File: config.mk
export PLATFORM = sky130hd
export DESIGN_NAME = sqm_top
export DESIGN_NICKNAME = d
export VERILOG_FILES = /design/src/sqm_pkg.sv /design/src/sqm_regs.sv /design/src/sqm_classify.sv /design/src/sqm_top.sv
export VERILOG_INCLUDE_DIRS = /design/src /design/src/src
export SDC_FILE = /design/constraint.sdc
export NUM_CORES = 1
export LEC_CHECK = 0
export BUFFER_PORTS_ARGS = -buffer_cell sky130_fd_sc_hd__buf_2
export CAP_MARGIN = 0
export CORE_ASPECT_RATIO = 1.25
export CORE_UTILIZATION = 53
export DETAILED_ROUTE_END_ITERATION = 8
export PLACE_DENSITY = 0.91
export SLEW_MARGIN = 20
export SYNTH_ARGS = -nofsm -noshare
export SYNTH_HDL_FRONTEND = slang
export SYNTH_SLANG_ARGS = --single-unit
export TNS_END_PERCENT = 50
File: constraint.sdc
create_clock -name sys_clk -period 3.02 [get_ports sys_clk]
set_input_delay 0 -clock sys_clk [delete_from_list [all_inputs] [get_ports sys_clk]]
set_output_delay 0 -clock sys_clk [all_outputs]
set_load 0.005 [all_outputs]
File: src/sqm_cfg.svh
// Register offsets, field positions and reset values for the switch config
`ifndef SQM_CFG_SVH
`define SQM_CFG_SVH

`define SQM_IDX_MAP_3A 12'h35D
`define SQM_IDX_MAP_3C 12'h35E
`define SQM_IDX_MAP_3E 12'h35F
`define SQM_IDX_MIRSNP 12'h370
`define SQM_IDX_COLOR 12'h378
`define SQM_IDX_EVT 12'h37C
`define SQM_IDX_NEVT 12'h37D

`define SQM_MAP_WMASK 8'h77
`define SQM_MAP_RST 8'h00
`define SQM_MIRSNP_WMASK 8'h4D
`define SQM_MIRSNP_RST 8'h00
`define SQM_COLOR_WMASK 8'h3F
`define SQM_COLOR_RST 8'h39
`define SQM_PRIO_WMASK 8'h8F
`define SQM_PRIO_RST 8'h0F

`define SQM_BIT_V4SNOOP 6
`define SQM_BIT_CRIT 3
`define SQM_BIT_V6SNOOP 2
`define SQM_BIT_MATCH 0
`define SQM_BIT_OVR 7

`define SQM_NH_HOPBYHOP 8'h00
`define SQM_NH_ICMPV4 8'h01
`define SQM_NH_ICMPV6 8'h3A
`define SQM_NH_ROUTE 8'h2B
`define SQM_NH_FRAG 8'h2C
`define SQM_NH_ESP 8'h32
`define SQM_NH_AUTH 8'h33
`define SQM_NH_DSTOPT 8'h3C

`endif

File: src/sqm_pkg.sv
// Types shared by the switch config register bank
package sqm_pkg;
  typedef struct packed {
    logic [11:0] paddr;
    logic psel;
    logic penable;
    logic pwrite;
    logic [31:0] pwdata;
  } sqm_apb_req_t;

  typedef struct packed {
    logic [31:0] prdata;
    logic pready;
    logic pslverr;
  } sqm_apb_rsp_t;

  typedef struct packed {
    logic mirror_both_match;
    logic [3:0] event_prio;
    logic [3:0] nonevent_prio;
    logic event_forced;
    logic nonevent_forced;
    logic [1:0] red_cp;
    logic [1:0] yellow_cp;
    logic [1:0] green_cp;
  } sqm_settings_t;

  typedef struct packed {
    logic is_ipv6;
    logic is_sync_event;
    logic is_sync_nonevent;
    logic [5:0] dscp;
    logic [7:0] next_hdr;
    logic [7:0] hop_next_hdr;
    logic is_igmp;
    logic [2:0] qos_prio;
    logic src_port_sel;
    logic dst_port_sel;
    logic port_mirror_on;
  } sqm_frame_t;

  typedef struct packed {
    logic to_host;
    logic mirror;
    logic dscp_hit;
    logic [3:0] queue_prio;
  } sqm_verdict_t;
endpackage

File: src/sqm_regs.sv
// Byte register storage with write masks
`timescale 1ns/1ns
`default_nettype none
`include "sqm_cfg.svh"
module sqm_regs (
  input wire logic sys_clk,
  input wire logic rst,
  input wire logic wr_en,
  input wire logic [7:0] wdata,
  input wire logic [7:0] wmask,
  input wire logic [7:0] rst_val,
  output logic [7:0] value_q
);
  logic [7:0] value_d;

  always_comb begin
    value_d = value_q;
    if (wr_en) begin
      // Reserved bits keep their value
      value_d = (wdata & wmask) | (value_q & ~wmask);
    end
  end

  always_ff @(posedge sys_clk) begin
    if (rst) begin
      value_q <= rst_val;
    end else begin
      value_q <= value_d;
    end
  end
endmodule
`default_nettype wire

File: src/sqm_classify.sv
// Listener snoop packet classification
`timescale 1ns/1ns
`default_nettype none
`include "sqm_cfg.svh"
module sqm_classify (
  input wire logic criteria,
  input wire logic [7:0] next_hdr,
  input wire logic [7:0] hop_next_hdr,
  output logic is_listener
);
  function automatic logic nh_match(input logic crit, input logic [7:0] nh);
    if (crit) begin
      nh_match = nh == `SQM_NH_ROUTE || nh == `SQM_NH_FRAG ||
                 nh == `SQM_NH_ESP || nh == `SQM_NH_AUTH ||
                 nh == `SQM_NH_DSTOPT;
    end else begin
      nh_match = nh == `SQM_NH_ICMPV4 || nh == `SQM_NH_ICMPV6;
    end
  endfunction

  always_comb begin
    is_listener = nh_match(criteria, next_hdr) ||
                  (next_hdr == `SQM_NH_HOPBYHOP &&
                   nh_match(criteria, hop_next_hdr));
  end
endmodule
`default_nettype wire

File: src/sqm_top.sv
// Switch QoS, snoop and mirror global config bank with APB slave
`timescale 1ns/1ns
`default_nettype none
`include "sqm_cfg.svh"
module sqm_top (
  input wire logic sys_clk,
  input wire logic rst,
  input wire sqm_pkg::sqm_apb_req_t apb_req,
  output sqm_pkg::sqm_apb_rsp_t apb_rsp,
  input wire sqm_pkg::sqm_frame_t frame,
  output sqm_pkg::sqm_settings_t settings,
  output sqm_pkg::sqm_verdict_t verdict
);
  import sqm_pkg::*;

  localparam int NREG = 7;
  localparam logic [7:0] MIRSNP_RST = `SQM_MIRSNP_RST;
  localparam logic [7:0] COLOR_RST = `SQM_COLOR_RST;
  localparam logic [7:0] PRIO_RST = `SQM_PRIO_RST;
  // Settings leave reset already showing the register reset values
  localparam sqm_settings_t SET_RST = '{
    mirror_both_match: MIRSNP_RST[`SQM_BIT_MATCH],
    event_prio: PRIO_RST[3:0],
    nonevent_prio: PRIO_RST[3:0],
    event_forced: PRIO_RST[`SQM_BIT_OVR],
    nonevent_forced: PRIO_RST[`SQM_BIT_OVR],
    red_cp: COLOR_RST[5:4],
    yellow_cp: COLOR_RST[3:2],
    green_cp: COLOR_RST[1:0]
  };

  logic [7:0] reg_q [NREG];
  logic [7:0] wmask [NREG];
  logic [7:0] rstv [NREG];
  logic [11:0] idx [NREG];
  logic [NREG-1:0] hit;
  logic [NREG-1:0] wr;
  logic [9:0] word;
  logic access;
  logic listener;
  sqm_apb_rsp_t rsp_d;
  sqm_apb_rsp_t rsp_q;
  sqm_settings_t set_d;
  sqm_settings_t set_q;
  sqm_verdict_t ver_d;
  sqm_verdict_t ver_q;

  assign idx[0] = `SQM_IDX_MAP_3A;
  assign idx[1] = `SQM_IDX_MAP_3C;
  assign idx[2] = `SQM_IDX_MAP_3E;
  assign idx[3] = `SQM_IDX_MIRSNP;
  assign idx[4] = `SQM_IDX_COLOR;
  assign idx[5] = `SQM_IDX_EVT;
  assign idx[6] = `SQM_IDX_NEVT;
  assign wmask[0] = `SQM_MAP_WMASK;
  assign wmask[1] = `SQM_MAP_WMASK;
  assign wmask[2] = `SQM_MAP_WMASK;
  assign wmask[3] = `SQM_MIRSNP_WMASK;
  assign wmask[4] = `SQM_COLOR_WMASK;
  assign wmask[5] = `SQM_PRIO_WMASK;
  assign wmask[6] = `SQM_PRIO_WMASK;
  assign rstv[0] = `SQM_MAP_RST;
  assign rstv[1] = `SQM_MAP_RST;
  assign rstv[2] = `SQM_MAP_RST;
  assign rstv[3] = `SQM_MIRSNP_RST;
  assign rstv[4] = `SQM_COLOR_RST;
  assign rstv[5] = `SQM_PRIO_RST;
  assign rstv[6] = `SQM_PRIO_RST;

  // Printed offsets are indices; byte address is four times that
  assign word = apb_req.paddr[11:2];
  // Answer on the first access cycle unless already answered
  assign access = apb_req.psel && apb_req.penable && !rsp_q.pready;

  genvar g;
  generate
    for (g = 0; g < NREG; g++) begin : g_reg
      assign hit[g] = word == idx[g][9:0] && apb_req.paddr[1:0] == 2'h0 &&
                      idx[g][11:10] == 2'h0;
      // Write lands on the edge that completes the transfer
      assign wr[g] = apb_req.psel && apb_req.penable && rsp_q.pready &&
                     apb_req.pwrite && hit[g];
      sqm_regs u_reg (
        .sys_clk(sys_clk),
        .rst(rst),
        .wr_en(wr[g]),
        .wdata(apb_req.pwdata[7:0]),
        .wmask(wmask[g]),
        .rst_val(rstv[g]),
        .value_q(reg_q[g])
      );
    end
  endgenerate

  always_comb begin
    rsp_d = '0;
    if (access) begin
      rsp_d.pready = 1'b1;
      rsp_d.pslverr = hit == '0;
      for (int i = 0; i < NREG; i++) begin
        if (hit[i] && !apb_req.pwrite) begin
          // Upper lanes and reserved bits read zero
          rsp_d.prdata = {24'h000000, reg_q[i] & wmask[i]};
        end
      end
    end
  end

  sqm_classify u_cls (
    .criteria(reg_q[3][`SQM_BIT_CRIT]),
    .next_hdr(frame.next_hdr),
    .hop_next_hdr(frame.hop_next_hdr),
    .is_listener(listener)
  );

  always_comb begin
    set_d.mirror_both_match = reg_q[3][`SQM_BIT_MATCH];
    set_d.event_forced = reg_q[5][`SQM_BIT_OVR];
    set_d.event_prio = reg_q[5][3:0];
    set_d.nonevent_forced = reg_q[6][`SQM_BIT_OVR];
    set_d.nonevent_prio = reg_q[6][3:0];
    set_d.red_cp = reg_q[4][5:4];
    set_d.yellow_cp = reg_q[4][3:2];
    set_d.green_cp = reg_q[4][1:0];
  end

  always_comb begin
    ver_d = '0;
    ver_d.queue_prio = {1'b0, frame.qos_prio};
    // DSCP 3A..3F look up the top three map registers
    if (frame.dscp[5:3] == 3'h7 && frame.dscp[2:1] != 2'h0) begin
      ver_d.dscp_hit = 1'b1;
      if (frame.dscp[0]) begin
        ver_d.queue_prio = {1'b0, reg_q[frame.dscp[2:1] - 2'h1][6:4]};
      end else begin
        ver_d.queue_prio = {1'b0, reg_q[frame.dscp[2:1] - 2'h1][2:0]};
      end
    end
    if (frame.is_sync_event && reg_q[5][`SQM_BIT_OVR]) begin
      ver_d.queue_prio = reg_q[5][3:0];
    end
    if (frame.is_sync_nonevent && reg_q[6][`SQM_BIT_OVR]) begin
      ver_d.queue_prio = reg_q[6][3:0];
    end
    ver_d.to_host = (frame.is_igmp && !frame.is_ipv6 &&
                     reg_q[3][`SQM_BIT_V4SNOOP]) ||
                    (frame.is_ipv6 && listener &&
                     reg_q[3][`SQM_BIT_V6SNOOP]);
    // Mirroring needs the per-port enable too
    if (frame.port_mirror_on) begin
      if (reg_q[3][`SQM_BIT_MATCH]) begin
        ver_d.mirror = frame.src_port_sel && frame.dst_port_sel;
      end else begin
        ver_d.mirror = frame.src_port_sel || frame.dst_port_sel;
      end
    end
  end

  always_ff @(posedge sys_clk) begin
    if (rst) begin
      rsp_q <= '0;
      set_q <= SET_RST;
      ver_q <= '0;
    end else begin
      rsp_q <= rsp_d;
      set_q <= set_d;
      ver_q <= ver_d;
    end
  end

  // Registered answer: one wait state per access
  assign apb_rsp = rsp_q;
  assign settings = set_q;
  assign verdict = ver_q;
endmodule
`default_nettype wire

* Word-level counts from Yosys, hierarchy flattened *
Cells that the tools add are included.

word-level totals
  flip-flop bits (word level) = 114
  input bits = 81
  output and inout port bits = 58
  word-level logic and storage cells = 136

cells by class
  add/sub/neg operators = 1
  $lt $le $gt $ge = 1
  equality and inequality tests = 22
  mux-type cells = 18
  bitwise operators = 10
  reduce and logical (&&, ||, !) cells = 59

operators with widths
  cell                    number
  $eq A8 B6 Y1 const B    12
  $eq A10 B10 Y1 const B  7
  $mux W7                 6
  $logic_and A1 B1 Y1     34
  $or A7 B8 Y8            4
  $bmux W8 S3             1
  $mux W8                 3
  $eq A8 B1 Y1 const B    2
  $or A8 B7 Y8            2
  $logic_or A1 B1 Y1      13
  $logic_not A8 Y1        1
  $mux W4                 2
  $or A6 B8 Y8            1
  $reduce_or A8 Y1        1
  $logic_not A7 Y1        1
  $mux W5                 1
  $reduce_or A5 Y1        1
  $ge A3 B4 Y1 const B    1
  $reduce_or A2 Y1        2
  $reduce_or A4 Y1        1
  $eq A3 B3 Y1 const B    1
  $logic_not A1 Y1        3
  $mux W1                 3
  $mux W3                 1
  6 further kinds         7

* Longest topological paths before layout *
Gate-level depths: netlist of the first run.

  depth in word-level cells = 11
  depth in mapped cells = 7
  depth with buffers taken out = 6

* Modules after synthesis *
A second synthesis of the first run with hierarchy kept.

unflattened totals
  cells, all modules = 556
  area total of the unflattened synthesis = 5206.2 um^2

by module, submodules not included
  module        instances  cells an instance  area each (um^2)  seq. area each (um^2)
  sqm_regs      7          43                 431.7             240.2
  sqm_top       1          225                1995.7            680.7
  sqm_classify  1          30                 188.9             0.0

* Least setup slack after synthesis of the first run *
Ideal clock, no wire load.

  path kind = input to register
  start point = input frame[24] (netlist name)
  end point = register ver_q (netlist bit verdict[2])
  setup time = 0.134 ns
  arrival time = 1.470 ns
  required time = 2.886 ns
  setup slack = 1.416 ns
  stages on the path = 7
  buffers on the path = 1
  cell sequence = inv_1 > ha_1 > buf_2 > mux4_2 > mux2_1 > mux2i_1 > a211oi_1

on the way
  word-level cells in the longest chain between the ends = 9
  elaborated cells between the ends (all ways) = 11
  classes of those cells = 1 x add/sub; 7 x mux; 1 x bitwise; 2 x reduce/logical

ends and longest elaborated chain
  element                                     line                            RTL
  start: declaration                          sqm_top.sv:10                   input wire sqm_pkg::sqm_frame_t frame,
  $sub A2 B1 Y2                               sqm_top.sv:134, sqm_top.sv:136
  $not A2 Y3 (not written as such)            sqm_top.sv:134, sqm_top.sv:136
  $bmux W8 S3                                 sqm_top.sv:134, sqm_top.sv:136
  $mux W7 (not written as such) (2 in a row)  sqm_top.sv:136                  ver_d.queue_prio = {1'b0, reg_q[frame.dscp[2:1] - 2'h1][2:0]};
  $mux W3                                     sqm_top.sv:133                  if (frame.dscp[0]) begin
  $mux W5 (*)                                 sqm_top.sv:131                  if (frame.dscp[5:3] == 3'h7 && frame.dscp[2:1] != 2'h0) begin
  $mux W4 (*)                                 sqm_top.sv:139                  if (frame.is_sync_event && reg_q[5][`SQM_BIT_OVR]) begin
  $mux W4 (*)                                 sqm_top.sv:142                  if (frame.is_sync_nonevent && reg_q[6][`SQM_BIT_OVR]) begin
  end signal: assignment                      sqm_top.sv:167                  ver_q <= ver_d;
  end: declaration                            sqm_top.sv:46                   sqm_verdict_t ver_q;

Every way passes the cells marked *; elsewhere a longest branch is shown, timed or not. The select of a mux whose other input is x is not followed.
A chain may end at the register's enable or synchronous reset.

* Worst setup path in the final report of the first run *
  start point = register g_reg[3].u_reg.value_q[2]
  end point = register ver_q (netlist bit verdict[6])

on the way
  word-level cells in the longest chain between the ends = 2

ends and longest elaborated chain
  element                   line            RTL
  start: declaration        sqm_regs.sv:12  output logic [7:0] value_q
  start signal: assignment  sqm_regs.sv:26  value_q <= rst_val;
  start signal: assignment  sqm_regs.sv:28  value_q <= value_d;
  $logic_and A1 B1 Y1       sqm_top.sv:147  (frame.is_ipv6 && listener &&
  $logic_or A1 B1 Y1        sqm_top.sv:145  ver_d.to_host = (frame.is_igmp && !frame.is_ipv6 &&

No other way between the ends.

==> results of run 1 <==
[worst min-delay path by stage]
stage | end | slack, ns
global placement | g_reg[5].u_reg.value_q[7]$_SDFFE_PP0P_ | 0.26
finish | verdict[2]$_SDFF_PP0_ | 0.002
floorplan | g_reg[4].u_reg.value_q[0]$_SDFFE_PP1P_ | 0.12
detailed placement | verdict[5]$_SDFF_PP0_ | 0.27
global route | verdict[2]$_SDFF_PP0_ | 0.009
CTS | verdict[2]$_SDFF_PP0_ | 0.003
[metrics by stage]
step           hold WS, ns  setup slack, ns
3_5_place_dp         0.270             1.12
3_3_place_gp         0.256             1.14
5_1_grt            0.00893            0.889
2_1_floorplan        0.118             1.42
6_report           0.00215            0.994
4_1_cts            0.00296             1.01
[worst reg2reg max path: stages, from the launching register on]
cell and delay, ns:
dfxtp_1 0.43, nand4bb_1 0.16, nor2_1 0.11, o2111ai_1 0.10, dlygate4sd3_1 0.58, nand3_1 0.07
dlygate4sd3_1 0.54
[power groups by stage]
stage,combinational (W),clock [W],sequential [W]
after floorplan,0.000104,0,0.000978
after global placement,0.000155,0,0.000977
after detailed placement,0.000158,0,0.000977
after CTS,0.000174,0.000960,0.000955
after global routing,0.000196,0.00101,0.000955
final,0.000180,0.000957,0.000955
[registers in the layout, indices dropped and copies added, names as in the netlist]
register	count
g.u_reg.value_q	38
settings	17
apb_rsp	10
verdict	7
[area by class of cell]
| cell class | count | area [um^2] |
|---|---|---|
| fillers | 499 | 2140 |
| multi-input cells | 291 | 1980 |
| flip-flops and latches | 72 | 1440 |
| repair buffers | 109 | 636 |
| clock buffers | 11 | 151 |
| well taps | 87 | 109 |
| clock inverters | 5 | 103 |
| inverters | 11 | 41.3 |
| diodes | 1 | 2.50 |
[kinds of logic after synthesis]
| group | count (synthesis) | share of synthesized area (%) |
|---|---|---|
| other | 1 | 0.102 |
| adder cells (fa/ha/maj) | 1 | 0.342 |
| flip-flops | 72 | 39.4 |
| multiplexers | 28 | 8.96 |
| AND/OR/NAND/NOR | 148 | 25.6 |
| AO/OA/AOI/OAI | 90 | 16.8 |
| buffers and inverters | 57 | 8.75 |
[what timing repair did]
action / CTS / global route
hold endpoints to repair: 29 / 0
buffers inserted: 0 / 0
hold buffers: 17 / 0
endpoints found under the setup margin: 0 / 0
gates resized for setup: 0 / 0
[placed cells by master, fill, tap and decap left out, drive strengths merged, types with 6 or more instances in the layout]
| master | instances |
|---|---|
| nand3 | 19 |
| a211o | 8 |
| nand2b | 8 |
| clkbuf | 11 |
| nand4 | 13 |
| o21ai | 14 |
| o31ai | 7 |
| nor2 | 30 |
| or2 | 8 |
| mux2i | 17 |
| conb | 24 |
| nor2b | 15 |
| buf | 92 |
| mux2 | 8 |
| inv | 11 |
| a21oi | 23 |
| dfxtp | 72 |
| nand2 | 10 |
| nand4b | 6 |
| dlygate4sd3 | 17 |
| a22o | 7 |
[per-layer routing]
metal  up-vias  wire length, um  track usage [%]
met2       189             5240             53.5
met4         0              538             20.4
met3        54              700             7.34
li1       1631                -                -
met1      1689             3850             30.7
met5         -                0                0
==> reports/metrics.yaml, run 1 <==
die:
  io_pins: 139
  start_util_pct: 55.4
  die_w_um: 76.3
  dieArea_um2: 7240
  die_h_um: 94.9
  fp-row-count: 33
  core_area_um2: 6610
sta:
  fin_crit_sh_pct: 67.1
  hold_viol_final: 0
  tightestPinTransition_ns: 0.783
  skew_ns: 0.00495
  finalCriticalPeriod_ns: 2.03
  drv_slew: 0
  relSlewSlack_pct: 47.7
  clock.fmax_mhz: 494
  setup_viol: 0
  rsz0062_at_grt: "false"
  fin_setup_tns_ns: 0
synthesis:
  synth-main-ff-cell: "dfxtp_1"
  yosysSeqAreaShare_pct: 39.4
  yosysTopAreaCell: "dfxtp_1"
  ys_warn_count: 0
  syn_avg_cell_area_um2: 9.22
  synth_most_common_cell: "dfxtp_1"
  synth_cell_types: 61
  synthTopCellsByArea: "dfxtp_1 39%, buf_4 4.9%, mux2i_1 4.6%, a21oi_1 3.1%, nor2_1 3.1%"
  ys_ff_latch: 72
  synth-edff-count: 0
  synthCells: 397
  synth.top_cell.area_share_pct: 39.4
  post_synth_instance_area_um2: 3660
  synthTopCellsByCount: "72 x dfxtp_1, 30 x nor2_1, 24 x buf_4, 23 x a21oi_1, 19 x nand3_1"
  async_flop_share_pct: 0
pwr:
  seqPwrFrac_pct: 45.6
  switching_share_pct: 22.6
  p_clk_share_pct: 45.7
  power_density_nw_per_um2: 468
  p_switching_w: 0.000474
  leakage_nw: 1.80
  fin_total_pwr_w: 0.00209
  intPower_w: 0.00162
  ir_drop_uv: 297
  p_comb_share_pct: 8.6
clock_network:
  clk_path_buf_depth: 2
  cts_sinks: 72
  clk_pin_slew_ns: 0.07
  cts_tree: "built"
  clock_latency_ns: 0.36
  h-tree-depth: 3
  ctsRootBufferMaster: "clkbuf_8"
  numCtsBuffers: 9
finish:
  design_area_um2: 4470
  area_growth_pct: 22.1
  fin_util_pct: 67.6
  nets: 576
  instances_no_fill: 587
  drive_above_1_share_pct: 26.7
critical_path:
  r2r_start: "g_reg[3].u_reg.value_q[2]$_SDFFE_PP0P_"
  crit_buf_inv: 2
  required_ns: 3.32
  critPathTopFamily: "buffers and inverters"
  slowest_delay_ns: 0.58
  crit_start: "g_reg[3].u_reg.value_q[2]$_SDFFE_PP0P_"
  crit_end: "verdict[6]$_SDFF_PP0_"
  crit_cells: 6
  path_class: "reg -> reg"
  cpMostUsedCell: "dlygate4sd3_1"
  worstSetupEndpointType: "register"
  crit_path_start_kind: "register"
  crit_path_top_delay_cell: "dlygate4sd3_1"
  crit_arrival_ns: 2.33
  r2r-end: "verdict[6]$_SDFF_PP0_"
  rr_worst_depth: 6
  worstPathMaxFanout: 4
  crit_path_cell_trace: "nand4bb_1 -> nor2_1 -> o2111ai_1 -> dlygate4sd3_1 -> nand3_1 -> dlygate4sd3_1"
  reg2reg_slack_ns: 0.99
hold_path:
  min-delay-start: "frame[5]"
  whs_path_depth: 3
  hold_class: "in -> reg"
run:
  drv_cap: 0
routing:
  via_count: 3563
  routed_via_density: 6.07
  wl_per_cell_um: 17.6
  drt_pass1_iterations: 5
  routed_wl_um: 10300
  drc: 0
  drtIter0Drc: 247
  ant_nets: 0
global_route:
  antenna_found_initial: 1
  grt_usage_pct: 29.8
  grt_max_degree: 37
  grt_first_pass_wirelength_um: 16400
  grt_pass1_vias: 3381
  grt_overflow: 0
place:
  post-place-cells: 553
  dp_hpwl_um: 7230
  postPlaceCellArea_um2: 4040
  gp_congestion: 0.971
  port_buffers: 90
run_status:
  outcome: "complete, no violations"
Note: power is estimated with default switching activity, not from simulation.
==> run 2: changes to the inputs <==
--- a/config.mk
+++ b/config.mk
@@ -6,12 +6,13 @@
 export SDC_FILE = /design/constraint.sdc
 export NUM_CORES = 1
 export LEC_CHECK = 0
+export ABC_AREA = 1
 export BUFFER_PORTS_ARGS = -buffer_cell sky130_fd_sc_hd__buf_2
 export CAP_MARGIN = 0
 export CORE_ASPECT_RATIO = 1.25
-export CORE_UTILIZATION = 53
+export CORE_UTILIZATION = 49
 export DETAILED_ROUTE_END_ITERATION = 8
-export PLACE_DENSITY = 0.91
+export PLACE_DENSITY = 0.86
 export SLEW_MARGIN = 20
 export SYNTH_ARGS = -nofsm -noshare
 export SYNTH_HDL_FRONTEND = slang
==> constraint.sdc (replaced) <==
create_clock -name sys_clk -period 1.9 [get_ports sys_clk]
set_input_delay 0 -clock sys_clk [delete_from_list [all_inputs] [get_ports sys_clk]]
set_output_delay 0 -clock sys_clk [all_outputs]
set_load 0.005 [all_outputs]
==> run 2 against run 1 <==
Hold slack improved by 0.013 ns. Sequential power is 59% higher. Via count grew 3.8%. Critical endpoint is now verdict[5]$_SDFF_PP0_. Largest cell class unchanged. Highest routed layer unchanged.
==> reports/metrics.yaml, run 2 <==
place:
  preCtsSetupSlack_ns: 0.285
  port_buffers: 90
  gp_congestion: 0.920
  dp_hpwl_um: 7270
global_route:
  grt_first_pass_wirelength_um: 15900
  grt_overflow: 0
  grt_usage_pct: 26.6
  grt_pass1_vias: 3496
  antenna_found_initial: 0
  grt_max_degree: 32
critical_path:
  crit_path_start_kind: "primary input"
  worstPathMaxFanout: 13
  reg2reg_slack_ns: 0.39
  required_ns: 2.20
  crit_arrival_ns: 2.06
  worstSetupEndpointType: "register"
  path_class: "in -> reg"
  r2r_start: "apb_rsp[1]$_SDFF_PP0_"
  rr_worst_depth: 6
  r2r-end: "g_reg[0].u_reg.value_q[1]$_SDFFE_PP0P_"
finish:
  final_cell_mix: "96 x nand2_1, 90 x buf_2, 76 x inv_1"
  drive_above_1_share_pct: 21.9
  num_antenna_cells: 0
  area_growth_pct: 21.9
  regMostFlops: "g.u_reg.value_q"
  nets: 699
  layout_commonest_cell: "nand2_1"
  largest_reg_flops: 38
sta:
  drv_slew: 0
  setup_viol: 0
  rsz0062_at_grt: "false"
  layout_setup_ws_ns: 0.134
  hold_viol_final: 0
  fin_crit_sh_pct: 93.0
  finalCriticalPeriod_ns: 1.77
  clock.fmax_mhz: 566
  fin_setup_tns_ns: 0
  skew_ns: 0.00949
routing:
  wl_per_cell_um: 13.7
  drc: 0
  via_count: 3697
  drtIter0Drc: 228
  ant_nets: 0
  drt_pass1_iterations: 5
  routed_via_density: 5.19
  routed_wl_um: 9760
die:
  die_w_um: 78.5
  core_area_um2: 7020
  io_pins: 139
  fp-row-count: 34
  die_h_um: 97.6
  dieArea_um2: 7650
  start_util_pct: 51.0
clock_network:
  cts_sinks: 72
  clock_latency_ns: 0.36
  h-tree-depth: 3
  numCtsBuffers: 9
  post_cts_buffers: 0
  cts_tree: "built"
  ctsRootBufferMaster: "clkbuf_8"
  cts_resized: 0
  clk_path_buf_depth: 2
  clk_pin_slew_ns: 0.08
  ctsHoldBuffers: 14
pwr:
  ir_drop_uv: 647
  seqPwrFrac_pct: 50.4
  leakage_nw: 2.04
  fin_total_pwr_w: 0.00301
  switching_share_pct: 26.0
  p_comb_share_pct: 9.0
  power_density_nw_per_um2: 691
  p_switching_w: 0.000783
  p_clk_share_pct: 40.7
  intPower_w: 0.00223
synthesis:
  synth_top_family_by_area: "simple AND/OR/NAND/NOR gates"
  ys_warn_count: 0
  synth_cell_types: 32
  synthAdderAreaFrac_pct: 0.350
  syn_avg_cell_area_um2: 7.02
  synth-simple-area-share_pct: 24.7
  post_synth_instance_area_um2: 3580
  synth-xor-area-share_pct: 0
  synth.top_cell.area_share_pct: 40.3
  synth_compound_area_share_pct: 19.4
  yosysSeqAreaShare_pct: 40.3
  synth_most_common_cell: "nand2_1"
  synth-edff-count: 0
  synth-main-ff-cell: "dfxtp_1"
  yosysTopAreaCell: "dfxtp_1"
  async_flop_share_pct: 0
  ys_ff_latch: 72
  synthMuxAreaShare_pct: 0
  synthTopCellsByCount: "96 x nand2_1, 76 x inv_1, 72 x dfxtp_1, 50 x o21ai_0, 46 x a21oi_1"
  synthTopCellsByArea: "dfxtp_1 40%, nand2_1 10%, inv_1 8.0%, o21ai_0 7.0%, a21oi_1 6.4%"
  synthCells: 510
hold_path:
  min-delay-start: "frame[3]"
  hold_class: "in -> reg"
  whs_path_depth: 3
  hold_end: "verdict[0]$_SDFF_PP0_"
run:
  drv_cap: 0
run_status:
  outcome: "complete, no violations"
[run 2: cell types whose count changed after synthesis, sizes merged, moves of 15 or more]
cell / delta
inv: +69
o211ai: +18
a21oi: +23
nand2: +87
nor2b: -15
mux2i: -17
nor2: +23
o21ai: +40
[run 2: cell families (layout without fill, tap and decap cells)]
kind of cell / count (synthesis) / count (layout)
simple gates: 193 / 193
compound gates: 126 / 126
fa+ha+maj: 1 / 1
buf+inv: 117 / 206
flops: 72 / 72
other cells: 1 / 24
[run 2: area by class of cell]
type                    count  area, um^2
fillers                   623        2660
multi-input cells         344        1680
flip-flops and latches     72        1440
repair buffers            109         628
inverters                  81         304
clock buffers               9         124
well taps                  90         113
clock inverters             7        71.3
[run 2: critical path: stages]
cell and delay [ns]:
dlygate4sd3_1 0.54, buf_2 0.21, inv_1 0.30, buf_4 0.23, nand2_1 0.06, nor3_1 0.16, dlygate4sd3_1 0.56
[run 2: power groups by stage]
stage | registers, W | clock network, W | logic (W)
5_1_grt | 0.00152 | 0.00129 | 0.000302
4_1_cts | 0.00152 | 0.00123 | 0.000266
6_report | 0.00152 | 0.00123 | 0.000271
3_5_place_dp | 0.00155 | 0 | 0.000245
2_1_floorplan | 0.00155 | 0 | 0.000160
3_3_place_gp | 0.00155 | 0 | 0.000237
[run 2: worst max path at each step]
stage / startpoint / end / slack (ns) / depth (start not counted)
6_report: rst / verdict[5]$_SDFF_PP0_ / 0.13 / 7
5_1_grt: rst / verdict[5]$_SDFF_PP0_ / 0.03 / 7
4_1_cts: rst / verdict[5]$_SDFF_PP0_ / 0.15 / 7
3_5_place_dp: frame[24] / verdict[1]$_SDFF_PP0_ / 0.29 / 11
3_3_place_gp: frame[24] / verdict[1]$_SDFF_PP0_ / 0.32 / 11
2_1_floorplan: frame[24] / verdict[1]$_SDFF_PP0_ / 0.61 / 10
[run 2: per-layer routing]
layer  vias up  track usage, %  wire length, um
li1       1828               -                -
met1      1694            28.4             3840
met2       148            50.0             5140
met3        27            4.98              532
met4         0            11.1              243
met5         -               0                0
[run 2: metrics by stage]
step	utilization, %	area (um^2)	instances	hold slack [ns]
4_1_cts	62.2	4360	712	0.00515
6_report	62.2	4360	712	0.0148
2_1_floorplan	-	3670	533	0.116
3_3_place_gp	57.4	4030	682	0.247
3_5_place_dp	57.4	4030	682	0.246
5_1_grt	62.2	4360	712	0.0158
